--- config.mk ---
export PLATFORM = sky130hd
export DESIGN_NAME = adcc_top
export DESIGN_NICKNAME = d
export VERILOG_FILES = /design/src/shared/adcc_pkg.sv /design/src/design/adcc_top.sv /design/src/design/adcc_clkdiv.sv
export VERILOG_INCLUDE_DIRS = /design/src /design/src/shared
export SDC_FILE = /design/constraint.sdc
export NUM_CORES = 1
export LEC_CHECK = 0
export BUFFER_PORTS_ARGS = -buffer_cell sky130_fd_sc_hd__buf_4
export CAP_MARGIN = 20
export CORE_MARGIN = 2
export CORE_UTILIZATION = 45
export DETAILED_ROUTE_END_ITERATION = 7
export GPL_TIMING_DRIVEN = 0
export PLACE_DENSITY = 0.7
export SLEW_MARGIN = 20
export SYNTH_ARGS = -nofsm -noshare
export SYNTH_HDL_FRONTEND = slang
export SYNTH_SLANG_ARGS = --single-unit
--- constraint.sdc ---
create_clock -name aclk -period 6.9 [get_ports aclk]
set_clock_uncertainty 0.1 [all_clocks]
set_input_delay 0.345 -clock aclk [delete_from_list [all_inputs] [get_ports aclk]]
set_output_delay 0.345 -clock aclk [all_outputs]
set_load 0.1 [all_outputs]
--- src/shared/adcc_params.svh ---
`ifndef ADCC_PARAMS_SVH
`define ADCC_PARAMS_SVH

`define ADCC_IDX_RES_LO   8'h78
`define ADCC_IDX_RES_HI   8'h79
`define ADCC_IDX_CTRL     8'h7A
`define ADCC_IDX_TRIG     8'h7B
`define ADCC_IDX_MUX      8'h7C

`define ADCC_BIT_EN       7
`define ADCC_BIT_SC       6
`define ADCC_BIT_ATE      5
`define ADCC_BIT_IF       4
`define ADCC_BIT_IE       3
`define ADCC_BIT_LADJ     5

`define ADCC_CTRL_RST     8'h00
`define ADCC_MUX_RST      6'h00
`define ADCC_TRIG_RST     3'h0
`define ADCC_TRIG_FREE    3'h0

// Converter clock cycles per conversion: 25 first, 13 normal
`define ADCC_FIRST_CYC    5'h19
`define ADCC_NORMAL_CYC   5'h0D

`define ADCC_RESP_OKAY    2'h0
`define ADCC_RESP_SLVERR  2'h2

`endif

--- src/shared/adcc_pkg.sv ---
package adcc_pkg;

  typedef enum logic [2:0] {
    ADCC_IDLE = 3'b001,
    ADCC_INIT = 3'b010,
    ADCC_CONV = 3'b100
  } adcc_state_e;

  typedef struct packed {
    logic       en;
    logic       ate;
    logic       ie;
    logic [2:0] div;
  } adcc_ctrl_s;

  typedef struct packed {
    logic       start;
    logic       enable;
    logic       clk_en;
    logic [4:0] channel;
  } adcc_core_s;

endpackage : adcc_pkg

--- src/design/adcc_top.sv ---
// Our own choice: the AXI4-Lite register port.
`timescale 1ns/1ps
`include "adcc_params.svh"
module adcc_top (
  input  wire logic          aclk,
  input  wire logic          aresetn,
  input  wire logic [11:0]   awaddr,
  input  wire logic          awvalid,
  output logic               awready,
  input  wire logic [31:0]   wdata,
  input  wire logic [3:0]    wstrb,
  input  wire logic          wvalid,
  output logic               wready,
  output logic [1:0]         bresp,
  output logic               bvalid,
  input  wire logic          bready,
  input  wire logic [11:0]   araddr,
  input  wire logic          arvalid,
  output logic               arready,
  output logic [31:0]        rdata,
  output logic [1:0]         rresp,
  output logic               rvalid,
  input  wire logic          rready,
  input  wire logic [6:0]    trig_in,
  input  wire logic          global_irq_en,
  input  wire logic          irq_vector_ack,
  input  wire logic [9:0]    core_result,
  output adcc_pkg::adcc_core_s core_ctl,
  output logic               irq_req
);

  adcc_pkg::adcc_ctrl_s  ctrl_r;
  adcc_pkg::adcc_state_e state_r;
  logic        flag_r;
  logic [5:0]  mux_r;
  logic [4:0]  applied_ch_r;
  logic [2:0]  trig_sel_r;
  logic [9:0]  result_r;
  logic        lock_r;
  logic        init_needed_r;
  logic [4:0]  cnt_r;
  logic        start_r;
  logic        aw_have_r;
  logic [11:0] aw_addr_r;
  logic        w_have_r;
  logic [7:0]  w_data_r;
  logic        w_lane_r;
  logic [6:0]  trig_s1_r;
  logic [6:0]  trig_s2_r;
  logic        trig_prev_r;
  logic        div_tick;
  logic        busy;
  logic        wr_fire;
  logic        wr_ctrl;
  logic        ar_fire;
  logic        rd_lo;
  logic        rd_hi;
  logic        en_nxt;
  logic        abort;
  logic        go;
  logic        done_evt;
  logic        free_restart;
  logic        trig_lvl;
  logic        trig_edge;
  logic [4:0]  last_cnt;
  logic [15:0] pres;
  logic [7:0]  rd_byte;
  logic [7:0]  wd;

  function automatic logic addr_is(input logic [11:0] a,
                                   input logic [7:0]  idx);
    addr_is = (a[11:2] == {2'b00, idx});
  endfunction : addr_is

  function automatic logic addr_mapped(input logic [11:0] a);
    addr_mapped = addr_is(a, `ADCC_IDX_RES_LO) ||
                  addr_is(a, `ADCC_IDX_RES_HI) ||
                  addr_is(a, `ADCC_IDX_CTRL)   ||
                  addr_is(a, `ADCC_IDX_TRIG)   ||
                  addr_is(a, `ADCC_IDX_MUX);
  endfunction : addr_mapped

  // Write channel: address and data taken in either order
  assign awready = !aw_have_r && !bvalid;
  assign wready  = !w_have_r && !bvalid;
  assign wr_fire = aw_have_r && w_have_r && !bvalid;
  assign wd      = w_data_r;
  // Registers are one byte wide; only lane 0 can change them
  assign wr_ctrl = wr_fire && w_lane_r &&
                   addr_is(aw_addr_r, `ADCC_IDX_CTRL);

  always_ff @(posedge aclk) begin
    if (!aresetn) begin
      aw_have_r <= 1'b0;
      aw_addr_r <= 12'h000;
    end else if (awvalid && awready) begin
      aw_have_r <= 1'b1;
      aw_addr_r <= awaddr;
    end else if (wr_fire) begin
      aw_have_r <= 1'b0;
    end
  end

  always_ff @(posedge aclk) begin
    if (!aresetn) begin
      w_have_r <= 1'b0;
      w_data_r <= 8'h00;
      w_lane_r <= 1'b0;
    end else if (wvalid && wready) begin
      w_have_r <= 1'b1;
      w_data_r <= wdata[7:0];
      w_lane_r <= wstrb[0];
    end else if (wr_fire) begin
      w_have_r <= 1'b0;
    end
  end

  always_ff @(posedge aclk) begin
    if (!aresetn) begin
      bvalid <= 1'b0;
      bresp  <= `ADCC_RESP_OKAY;
    end else if (wr_fire) begin
      bvalid <= 1'b1;
      bresp  <= addr_mapped(aw_addr_r) ? `ADCC_RESP_OKAY
                                       : `ADCC_RESP_SLVERR;
    end else if (bready) begin
      bvalid <= 1'b0;
    end
  end

  // Read channel
  assign arready = !rvalid;
  assign ar_fire = arvalid && arready;
  assign rd_lo   = ar_fire && addr_is(araddr, `ADCC_IDX_RES_LO);
  assign rd_hi   = ar_fire && addr_is(araddr, `ADCC_IDX_RES_HI);
  assign busy    = (state_r != adcc_pkg::ADCC_IDLE);

  // Alignment is applied on read, so a change shows at once
  assign pres = mux_r[`ADCC_BIT_LADJ] ? {result_r, 6'h00}
                                      : {6'h00, result_r};

  always_comb begin
    rd_byte = 8'h00;
    if (addr_is(araddr, `ADCC_IDX_RES_LO)) begin
      rd_byte = pres[7:0];
    end else if (addr_is(araddr, `ADCC_IDX_RES_HI)) begin
      rd_byte = pres[15:8];
    end else if (addr_is(araddr, `ADCC_IDX_CTRL)) begin
      rd_byte = {ctrl_r.en, busy, ctrl_r.ate, flag_r,
                 ctrl_r.ie, ctrl_r.div};
    end else if (addr_is(araddr, `ADCC_IDX_TRIG)) begin
      rd_byte = {5'h00, trig_sel_r};
    end else if (addr_is(araddr, `ADCC_IDX_MUX)) begin
      rd_byte = {2'b00, mux_r};
    end
  end

  always_ff @(posedge aclk) begin
    if (!aresetn) begin
      rvalid <= 1'b0;
      rdata  <= 32'h0000_0000;
      rresp  <= `ADCC_RESP_OKAY;
    end else if (ar_fire) begin
      rvalid <= 1'b1;
      rdata  <= {24'h00_0000, rd_byte};
      rresp  <= addr_mapped(araddr) ? `ADCC_RESP_OKAY
                                    : `ADCC_RESP_SLVERR;
    end else if (rready) begin
      rvalid <= 1'b0;
    end
  end

  // Result lock between low and high byte reads
  always_ff @(posedge aclk) begin
    if (!aresetn) begin
      lock_r <= 1'b0;
    end else if (rd_lo) begin
      lock_r <= 1'b1;
    end else if (rd_hi) begin
      lock_r <= 1'b0;
    end
  end

  // Software registers
  always_ff @(posedge aclk) begin
    if (!aresetn) begin
      ctrl_r <= 6'(`ADCC_CTRL_RST);
    end else if (wr_ctrl) begin
      ctrl_r.en  <= wd[`ADCC_BIT_EN];
      ctrl_r.ate <= wd[`ADCC_BIT_ATE];
      ctrl_r.ie  <= wd[`ADCC_BIT_IE];
      ctrl_r.div <= wd[2:0];
    end
  end

  always_ff @(posedge aclk) begin
    if (!aresetn) begin
      mux_r <= `ADCC_MUX_RST;
    end else if (wr_fire && w_lane_r &&
                 addr_is(aw_addr_r, `ADCC_IDX_MUX)) begin
      mux_r <= wd[5:0];
    end
  end

  always_ff @(posedge aclk) begin
    if (!aresetn) begin
      trig_sel_r <= `ADCC_TRIG_RST;
    end else if (wr_fire && w_lane_r &&
                 addr_is(aw_addr_r, `ADCC_IDX_TRIG)) begin
      trig_sel_r <= wd[2:0];
    end
  end

  // Trigger inputs arrive from other logic and pins
  genvar gi;
  generate
    for (gi = 0; gi < 7; gi++) begin : g_sync
      always_ff @(posedge aclk) begin
        if (!aresetn) begin
          trig_s1_r[gi] <= 1'b0;
          trig_s2_r[gi] <= 1'b0;
        end else begin
          trig_s1_r[gi] <= trig_in[gi];
          trig_s2_r[gi] <= trig_s1_r[gi];
        end
      end
    end
  endgenerate

  // Changing source may itself make an edge; this is intended
  assign trig_lvl  = (trig_sel_r == `ADCC_TRIG_FREE) ? 1'b0
                     : trig_s2_r[trig_sel_r - 3'h1];
  assign trig_edge = trig_lvl && !trig_prev_r;

  always_ff @(posedge aclk) begin
    if (!aresetn) begin
      trig_prev_r <= 1'b0;
    end else begin
      trig_prev_r <= trig_lvl;
    end
  end

  // Conversion sequencing
  assign en_nxt   = wr_ctrl ? wd[`ADCC_BIT_EN] : ctrl_r.en;
  assign abort    = wr_ctrl && !wd[`ADCC_BIT_EN];
  assign go       = !busy && en_nxt &&
                    ((wr_ctrl && wd[`ADCC_BIT_SC]) ||
                     (ctrl_r.ate && trig_edge));
  assign last_cnt = (state_r == adcc_pkg::ADCC_INIT)
                    ? `ADCC_FIRST_CYC - 5'h01
                    : `ADCC_NORMAL_CYC - 5'h01;
  assign done_evt = busy && div_tick && (cnt_r == last_cnt) && !abort;
  // Free running restarts from completion only, so selecting it
  // with the flag already set starts nothing
  assign free_restart = done_evt && ctrl_r.ate &&
                        (trig_sel_r == `ADCC_TRIG_FREE);

  always_ff @(posedge aclk) begin
    if (!aresetn) begin
      init_needed_r <= 1'b1;
    end else if (go) begin
      init_needed_r <= 1'b0;
    end else if (!ctrl_r.en) begin
      init_needed_r <= 1'b1;
    end
  end

  always_ff @(posedge aclk) begin
    if (!aresetn) begin
      state_r <= adcc_pkg::ADCC_IDLE;
      cnt_r   <= 5'h00;
    end else if (abort) begin
      state_r <= adcc_pkg::ADCC_IDLE;
      cnt_r   <= 5'h00;
    end else begin
      case (state_r)
        adcc_pkg::ADCC_IDLE: begin
          cnt_r <= 5'h00;
          if (go) begin
            state_r <= init_needed_r ? adcc_pkg::ADCC_INIT
                                     : adcc_pkg::ADCC_CONV;
          end
        end
        adcc_pkg::ADCC_INIT, adcc_pkg::ADCC_CONV: begin
          if (free_restart) begin
            state_r <= adcc_pkg::ADCC_CONV;
            cnt_r   <= 5'h00;
          end else if (done_evt) begin
            state_r <= adcc_pkg::ADCC_IDLE;
            cnt_r   <= 5'h00;
          end else if (div_tick) begin
            cnt_r <= cnt_r + 5'h01;
          end
        end
        default: begin
          state_r <= adcc_pkg::ADCC_IDLE;
          cnt_r   <= 5'h00;
        end
      endcase
    end
  end

  always_ff @(posedge aclk) begin
    if (!aresetn) begin
      start_r <= 1'b0;
    end else begin
      start_r <= (go && !abort) || free_restart;
    end
  end

  // Channel seen by the core only moves between conversions
  always_ff @(posedge aclk) begin
    if (!aresetn) begin
      applied_ch_r <= 5'h00;
    end else if (!busy || done_evt) begin
      applied_ch_r <= mux_r[4:0];
    end
  end

  // A locked result is kept; the new sample is lost
  always_ff @(posedge aclk) begin
    if (!aresetn) begin
      result_r <= 10'h000;
    end else if (done_evt && !lock_r) begin
      result_r <= core_result;
    end
  end

  // Set wins over a clear in the same cycle
  always_ff @(posedge aclk) begin
    if (!aresetn) begin
      flag_r <= 1'b0;
    end else if (done_evt) begin
      flag_r <= 1'b1;
    end else if ((wr_ctrl && wd[`ADCC_BIT_IF]) || irq_vector_ack) begin
      flag_r <= 1'b0;
    end
  end

  always_ff @(posedge aclk) begin
    if (!aresetn) begin
      irq_req <= 1'b0;
    end else begin
      irq_req <= flag_r && ctrl_r.ie && global_irq_en;
    end
  end

  adcc_clkdiv u_div (
    .aclk    (aclk),
    .aresetn (aresetn),
    .run     (ctrl_r.en),
    .sel     (ctrl_r.div),
    .tick    (div_tick)
  );

  assign core_ctl = '{start:   start_r,
                      enable:  ctrl_r.en,
                      clk_en:  div_tick,
                      channel: applied_ch_r};

endmodule : adcc_top

--- src/design/adcc_clkdiv.sv ---
`timescale 1ns/1ps
module adcc_clkdiv (
  input  wire logic       aclk,
  input  wire logic       aresetn,
  input  wire logic       run,
  input  wire logic [2:0] sel,
  output logic            tick
);

  logic [6:0] cnt_r;
  logic [6:0] last;

  function automatic logic [6:0] div_last(input logic [2:0] s);
    case (s)
      3'h0, 3'h1: div_last = 7'h01;
      3'h2:       div_last = 7'h03;
      3'h3:       div_last = 7'h07;
      3'h4:       div_last = 7'h0F;
      3'h5:       div_last = 7'h1F;
      3'h6:       div_last = 7'h3F;
      default:    div_last = 7'h7F;
    endcase
  endfunction : div_last

  assign last = div_last(sel);

  // Held at zero while off so the first tick is a full period
  always_ff @(posedge aclk) begin
    if (!aresetn || !run || cnt_r >= last) begin
      cnt_r <= 7'h00;
    end else begin
      cnt_r <= cnt_r + 7'h01;
    end
  end

  always_ff @(posedge aclk) begin
    if (!aresetn) begin
      tick <= 1'b0;
    end else begin
      tick <= run && (cnt_r >= last);
    end
  end

endmodule : adcc_clkdiv

==> results of run 1 <==
area by class of cell:
cell class                      count  area [um2]  share of cell area, %
Clock inverter                      7         114                   2.04
Clock buffer                        9         124                   2.22
Multi-Input combinational cell    367        2260                   40.4
Sequential cell                    99        1980                   35.5
Timing Repair Buffer               77         578                   10.3
Tap cell                          133         166                   2.98
Buffer                             48         298                   5.33
Inverter                           18        67.6                   1.21
state kept, by name (all words and copies together), names as in the netlist, 3 cells and up:
register,count
w_data_r,8
cnt_r,5
mux_r,6
result_r,10
trig_s2_r,7
trig_s1_r,7
ctrl_r,5
applied_ch_r,5
trig_sel_r,3
rdata,8
state_r,3
u_div.cnt_r,7
aw_addr_r,10
cell usage after synthesis, types with 4 or more instances:
cell / instances
dfxtp_1: 99
nor2_1: 65
nand2_1: 61
a21oi_1: 38
mux2i_1: 30
buf_4: 29
and2_1: 18
clkbuf_1: 17
inv_1: 17
ha_1: 11
o21ai_0: 11
mux2_2: 7
nand3_1: 7
a211oi_1: 5
nand2b_1: 5
xnor2_1: 5
xor2_1: 5
a21o_1: 4
a221oi_1: 4
a22oi_1: 4
nor3_1: 4
nor3_2: 4
o22ai_1: 4
per-layer routing:
layer | share of wire, % | up-vias | track usage [%]
li1 | - | 1921 | -
met1 | 43 | 1812 | 23.5
met2 | 49 | 109 | 34.3
met3 | 5.0 | 22 | 4.57
met4 | 2.2 | 0 | 7.14
met5 | 0 | - | 0
worst paths after layout:
check / endpoint / cells after the start
max reg2reg: start_r / 8
max: start_r / 8
min reg2reg: trig_s2_r[6] / 1
min: rvalid / 2
worst register-to-register path, stage by stage (launching register included):
cell and delay, ns:
dfxtp_1 0.43, inv_1 0.10, ha_1 0.36, mux2_2 0.36, o311ai_0 0.53, nor2_1 0.17, o211ai_1 0.24, a21o_1 0.17
a21oi_1 0.08
cells by family (layout without fill, tap and decap cells):
family                   count (synthesis)  after routing  share of synthesized area [%]
AND/OR/NAND/NOR                        188            188                           21.0
other                                    1             26                         0.0831
adder cells (fa/ha/maj)                 11             11                           3.05
buffers and inverters                   66            159                           8.10
flip-flops                              99             99                           43.9
AO/OA/AOI/OAI                           95             95                           13.5
multiplexers                            37             37                           8.40
XOR/XNOR                                10             10                           1.94
layout by cell type, fill, tap and decap left out, types with 7 or more instances in the layout:
master / instances
ha_1: 11
nand3_1: 7
dfxtp_1: 99
mux2_2: 7
nand2_1: 61
mux2i_1: 30
clkbuf_8: 9
buf_4: 106
and2_1: 18
clkbuf_1: 17
o21ai_0: 11
a21oi_1: 38
nor2_1: 65
conb_1: 26
inv_1: 17
power groups by stage:
stage / Clock, mW / Combinational, mW / Sequential [mW]
4_1_cts: 0.444 / 0.203 / 0.599
6_report: 0.432 / 0.204 / 0.599
2_1_floorplan: 0 / 0.129 / 0.636
5_1_grt: 0.469 / 0.214 / 0.601
3_5_place_dp: 0 / 0.203 / 0.612
3_3_place_gp: 0 / 0.201 / 0.611
metrics by stage:
step,hold WS (ns),power (mW),util (%)
after detailed placement,0.321,0.815,54.7
after global placement,0.318,0.812,54.7
after global routing,0.0395,1.28,57.2
after floorplan,0.312,0.765,-
after CTS,0.0418,1.25,57.2
final,0.0581,1.23,57.2
==> results.sh, run 1 <==
export IMPL_synth_seq_cells=99
export IMPL_cpLargestDelayFamily="compound AO/OA/AOI/OAI gates"
export IMPL_place_inst=742
export IMPL_cts_path_max_buffers=2
export IMPL_numClockSinks=99
export IMPL_cts_tree="done"
export IMPL_die_h_um=104
export IMPL_grt_pass1_vias=3677
export IMPL_critPathSlowestCell="o311ai_0"
export IMPL_drive_gt1_share_pct=22.7
export IMPL_ys_seq_area_share_pct=43.9
export IMPL_fin_ws_ns=4.23
export IMPL_relSlewSlack_pct=36.9
export IMPL_routedWlPerCell_um=13.8
export IMPL_overflow=0
export IMPL_power_frac_clock_pct=35.0
export IMPL_antenna_found_initial=0
export IMPL_synth_top_cell_by_area="dfxtp_1"
export IMPL_io_buffers=77
export IMPL_critPathKind="reg2reg"
export IMPL_io_pins=136
export IMPL_path_cells="inv_1 > ha_1 > mux2_2 > o311ai_0 > nor2_1 > o211ai_1 > a21o_1 > a21oi_1"
export IMPL_min_period_over_period_pct=38.8
export IMPL_grt_pass1_wl_um=17300
export IMPL_n_antenna_cell=0
export IMPL_ys_top_cells_by_area="dfxtp_1, mux2i_1, nor2_1, nand2_1, buf_4"
export IMPL_drv_slew=0
export IMPL_vias_per_cell=5.10
export IMPL_pre_cts_slack_ns=4.28
export IMPL_power_density_nw_per_um2=221
export IMPL_netlist_cell_type_count=57
export IMPL_grt_max_degree=20
export IMPL_fin_crit_ns=2.67
export IMPL_start_kind="flop"
export IMPL_final_cell_area_um2=5590
export IMPL_yosysTopAreaCellShare_pct=43.9
export IMPL_p_seq_share_pct=48.5
export IMPL_vias=3864
export IMPL_grt_use_total_pct=19.6
export IMPL_worstSetupEndpointType="flop"
export IMPL_finalSetupTns_ns=0
export IMPL_fp_row_count=36
export IMPL_synth_main_ff_cell="dfxtp_1"
export IMPL_synth_edf_count=0
export IMPL_avgSynthCellArea_um2=8.90
export IMPL_slowest_delay_ns=0.53
export IMPL_final_nets=717
export IMPL_drtIter0Drc=210
export IMPL_synthesis_area_um2=4510
export IMPL_reg2reg_slack_ns=4.23
export IMPL_synthArstFlopShare_pct=0
export IMPL_r2r_start="trig_sel_r[0]"
export IMPL_dieArea_um2=10800
export IMPL_holdBufCountCts=0
export IMPL_post_route_drc_count=0
export IMPL_placed_area_um2=5350
export IMPL_nFillCells=896
export IMPL_syn_to_final_growth_pct=23.8
export IMPL_min_from="rready"
export IMPL_cts_setup_buffers=0
export IMPL_status="finished, final reports clean"
export IMPL_cts_root_buf="clkbuf_8"
export IMPL_finalNonFillerCells=758
export IMPL_cts_repair_resized=0
export IMPL_startpoint="trig_sel_r[0]"
export IMPL_p_sw_share_pct=30.7
export IMPL_hpwl_um=8080
export IMPL_worst_ep_required_time_ns=7.02
export IMPL_start_util_pct=46.2
export IMPL_hold_viol_final=0
export IMPL_crit_fanout=6
export IMPL_cts_buffers=9
export IMPL_p_sw_uw=379
export IMPL_total_leakage_power_nw=2.29
export IMPL_intPower_uw=856
export IMPL_drtPass1Iterations=4
export IMPL_die_w_um=104
export IMPL_clk_pin_slew_worst_paths_ns=0.10
export IMPL_htree_levels=3
export IMPL_final_antenna_net_count=0
export IMPL_wl_um=10500
export IMPL_fmax_mhz=374
export IMPL_setup_violations=0
export IMPL_worstMarginPinSlew_ns=0.937
export IMPL_core_um2=9770
export IMPL_yosys_warnings=0
export IMPL_rsz0062_at_grt="no"
export IMPL_path_buf_inv=1
export IMPL_combPwrFrac_pct=16.5
export IMPL_maxCapViolations=0
export IMPL_hp_class="in2reg"
export IMPL_arrival_ns=2.79
export IMPL_max_vdd_ir_drop_uv=150
export IMPL_gp_congestion=0.884
export IMPL_syn_instance_count=507
export IMPL_clkLatencyLatePin_ns=0.37
Power figures use the tool's default switching activity.
==> inputs of run 2 (changes only) <==
--- a/config.mk
+++ b/config.mk
@@ -12,7 +12,7 @@
 export CORE_UTILIZATION = 45
 export DETAILED_ROUTE_END_ITERATION = 7
 export GPL_TIMING_DRIVEN = 0
-export PLACE_DENSITY = 0.7
+export PLACE_DENSITY = 0.73
 export SLEW_MARGIN = 20
 export SYNTH_ARGS = -nofsm -noshare
 export SYNTH_HDL_FRONTEND = slang
==> constraint.sdc (replaced) <==
create_clock -name aclk -period 2.15 [get_ports aclk]
set_clock_uncertainty 0.1 [all_clocks]
set_input_delay 0.1075 -clock aclk [delete_from_list [all_inputs] [get_ports aclk]]
set_output_delay 0.1075 -clock aclk [all_outputs]
set_load 0.1 [all_outputs]
==> results.sh, run 2 (synthesis gave the netlist of run 1 again) <==
export IMPL_status="finished, violations left"
export IMPL_violations="setup timing"
export IMPL_htree_levels=3
export IMPL_setup_violations=37
export IMPL_startpoint="aw_addr_r[9]"
export IMPL_antenna_found_initial=0
export IMPL_final_antenna_net_count=0
export IMPL_hold_viol_final=0
export IMPL_io_buffers=77
export IMPL_grt_pass1_wl_um=19600
export IMPL_gp_congestion=0.860
export IMPL_finalSetupTns_ns=-3.34
export IMPL_n_antenna_cell=0
export IMPL_r2r_start="aw_addr_r[9]"
export IMPL_final_common_cell="buf_4"
export IMPL_fin_crit_ns=2.30
export IMPL_hpwl_um=8070
export IMPL_overflow=0
export IMPL_grt_pass1_vias=4105
export IMPL_critPathKind="reg2reg"
export IMPL_die_w_um=104
export IMPL_layout_common_cells="buf_4, dfxtp_1, nand2_1"
export IMPL_start_util_pct=46.2
export IMPL_max_vdd_ir_drop_uv=454
export IMPL_crit_fanout=5
export IMPL_pre_cts_slack_ns=-0.430
export IMPL_finalNonFillerCells=820
export IMPL_worst_ep_required_time_ns=2.30
export IMPL_top_regs="aw_addr_r x10, result_r x10"
export IMPL_worstSetupEndpoint="result_r[1]"
export IMPL_grt_max_degree=19
export IMPL_cts_path_max_buffers=2
export IMPL_hp_class="in2reg"
export IMPL_io_pins=136
export IMPL_place_inst=742
export IMPL_cts_tree="done"
export IMPL_numClockSinks=99
export IMPL_clk_pin_slew_worst_paths_ns=0.10
export IMPL_cts_buffers=9
export IMPL_wl_um=12200
export IMPL_final_nets=779
export IMPL_drtIter0Drc=255
export IMPL_fmax_mhz=434
export IMPL_vias=4133
export IMPL_fp_row_count=36
export IMPL_start_kind="flop"
export IMPL_rsz0062_at_grt="yes"
export IMPL_drv_slew=0
export IMPL_grt_use_total_pct=22.5
export IMPL_post_route_drc_count=0
export IMPL_die_h_um=104
export IMPL_routedWlPerCell_um=14.8
export IMPL_maxCapViolations=0
export IMPL_drtPass1Iterations=7
export IMPL_reg2reg_to="result_r[1]"
export IMPL_dieArea_um2=10800
export IMPL_worstMarginPinSlew_ns=0.895
export IMPL_reg2reg_depth=8
export IMPL_power_density_nw_per_um2=607
export IMPL_worstSetupEndpointType="flop"
export IMPL_relSlewSlack_pct=39.8
export IMPL_fin_ws_ns=-0.152
export IMPL_clkLatencyLatePin_ns=0.37
export IMPL_arrival_ns=2.45
export IMPL_cts_root_buf="clkbuf_8"
export IMPL_total_leakage_power_nw=2.59
export IMPL_min_period_over_period_pct=107
export IMPL_core_um2=9770
export IMPL_reg2reg_slack_ns=-0.15
export IMPL_syn_to_final_growth_pct=41.6
export IMPL_drive_gt1_share_pct=28.8
export IMPL_vias_per_cell=5.04
export IMPL_nFillCells=767
run 2: report_power, final:
group          internal, mW  switching (mW)
Sequential             1.88          0.0411
Clock                 0.516           0.709
Combinational         0.231           0.499
run 2: worst min path at each step:
stage                         start  endpoint  slack, ns  depth (start not counted)
after detailed placement     rready    rvalid       0.19                          2
final                     araddr[4]  rdata[6]       0.02                          4
after global routing      araddr[4]  rdata[6]       0.02                          4
after global placement       rready    rvalid       0.19                          2
after floorplan              rready    rvalid        0.1                          1
after CTS                 araddr[3]  rdata[6]      0.007                          4
run 2: repair_timing:
| action | in CTS | in global routing |
|---|---|---|
| buffers inserted | 12 | 6 |
| hold buffers | 44 | 0 |
| setup endpoints to repair | 42 | 43 |
| cloned | 1 | 0 |
| pin swaps | 15 | 26 |
| endpoints found under the hold margin | 41 | 0 |
| gates resized for setup | 30 | 30 |
run 2: cell type report:
| type | count | area, um2 | area share, % |
|---|---|---|---|
| Inverter | 18 | 75.1 | 1.17 |
| Buffer | 47 | 293 | 4.58 |
| Multi-Input combinational cell | 367 | 2460 | 38.5 |
| Sequential cell | 99 | 2000 | 31.3 |
| Tap cell | 133 | 166 | 2.60 |
| Clock buffer | 11 | 151 | 2.37 |
| Timing Repair Buffer | 140 | 1190 | 18.6 |
| Clock inverter | 5 | 51.3 | 0.803 |
run 2: metrics by stage:
stage	hold WS, ns	area (um2)	util [%]	total power, mW
detailed placement	0.193	5370	54.9	2.62
floorplan	0.0990	4620	-	2.46
global placement	0.185	5370	54.9	2.61
global route	0.0216	6390	65.4	4.02
CTS	0.00700	6210	63.5	3.89
finish	0.0176	6390	65.4	3.88
run 2: critical path, stage by stage (launching register included):
cell and delay [ns]:
dfxtp_2 0.33, or3b_4 0.39, or4_4 0.54, nor4_4 0.25, buf_4 0.17, nor3_4 0.05, buf_6 0.15, mux2i_1 0.14
nor2_1 0.06
run 2: per-layer routing:
layer	global-route usage, %	up-vias	share of wire (%)
met1	26.3	1905	41
met5	0	-	0
met3	4.70	31	5.7
met2	40.7	145	51
met4	7.82	0	2.7
li1	-	2052	-
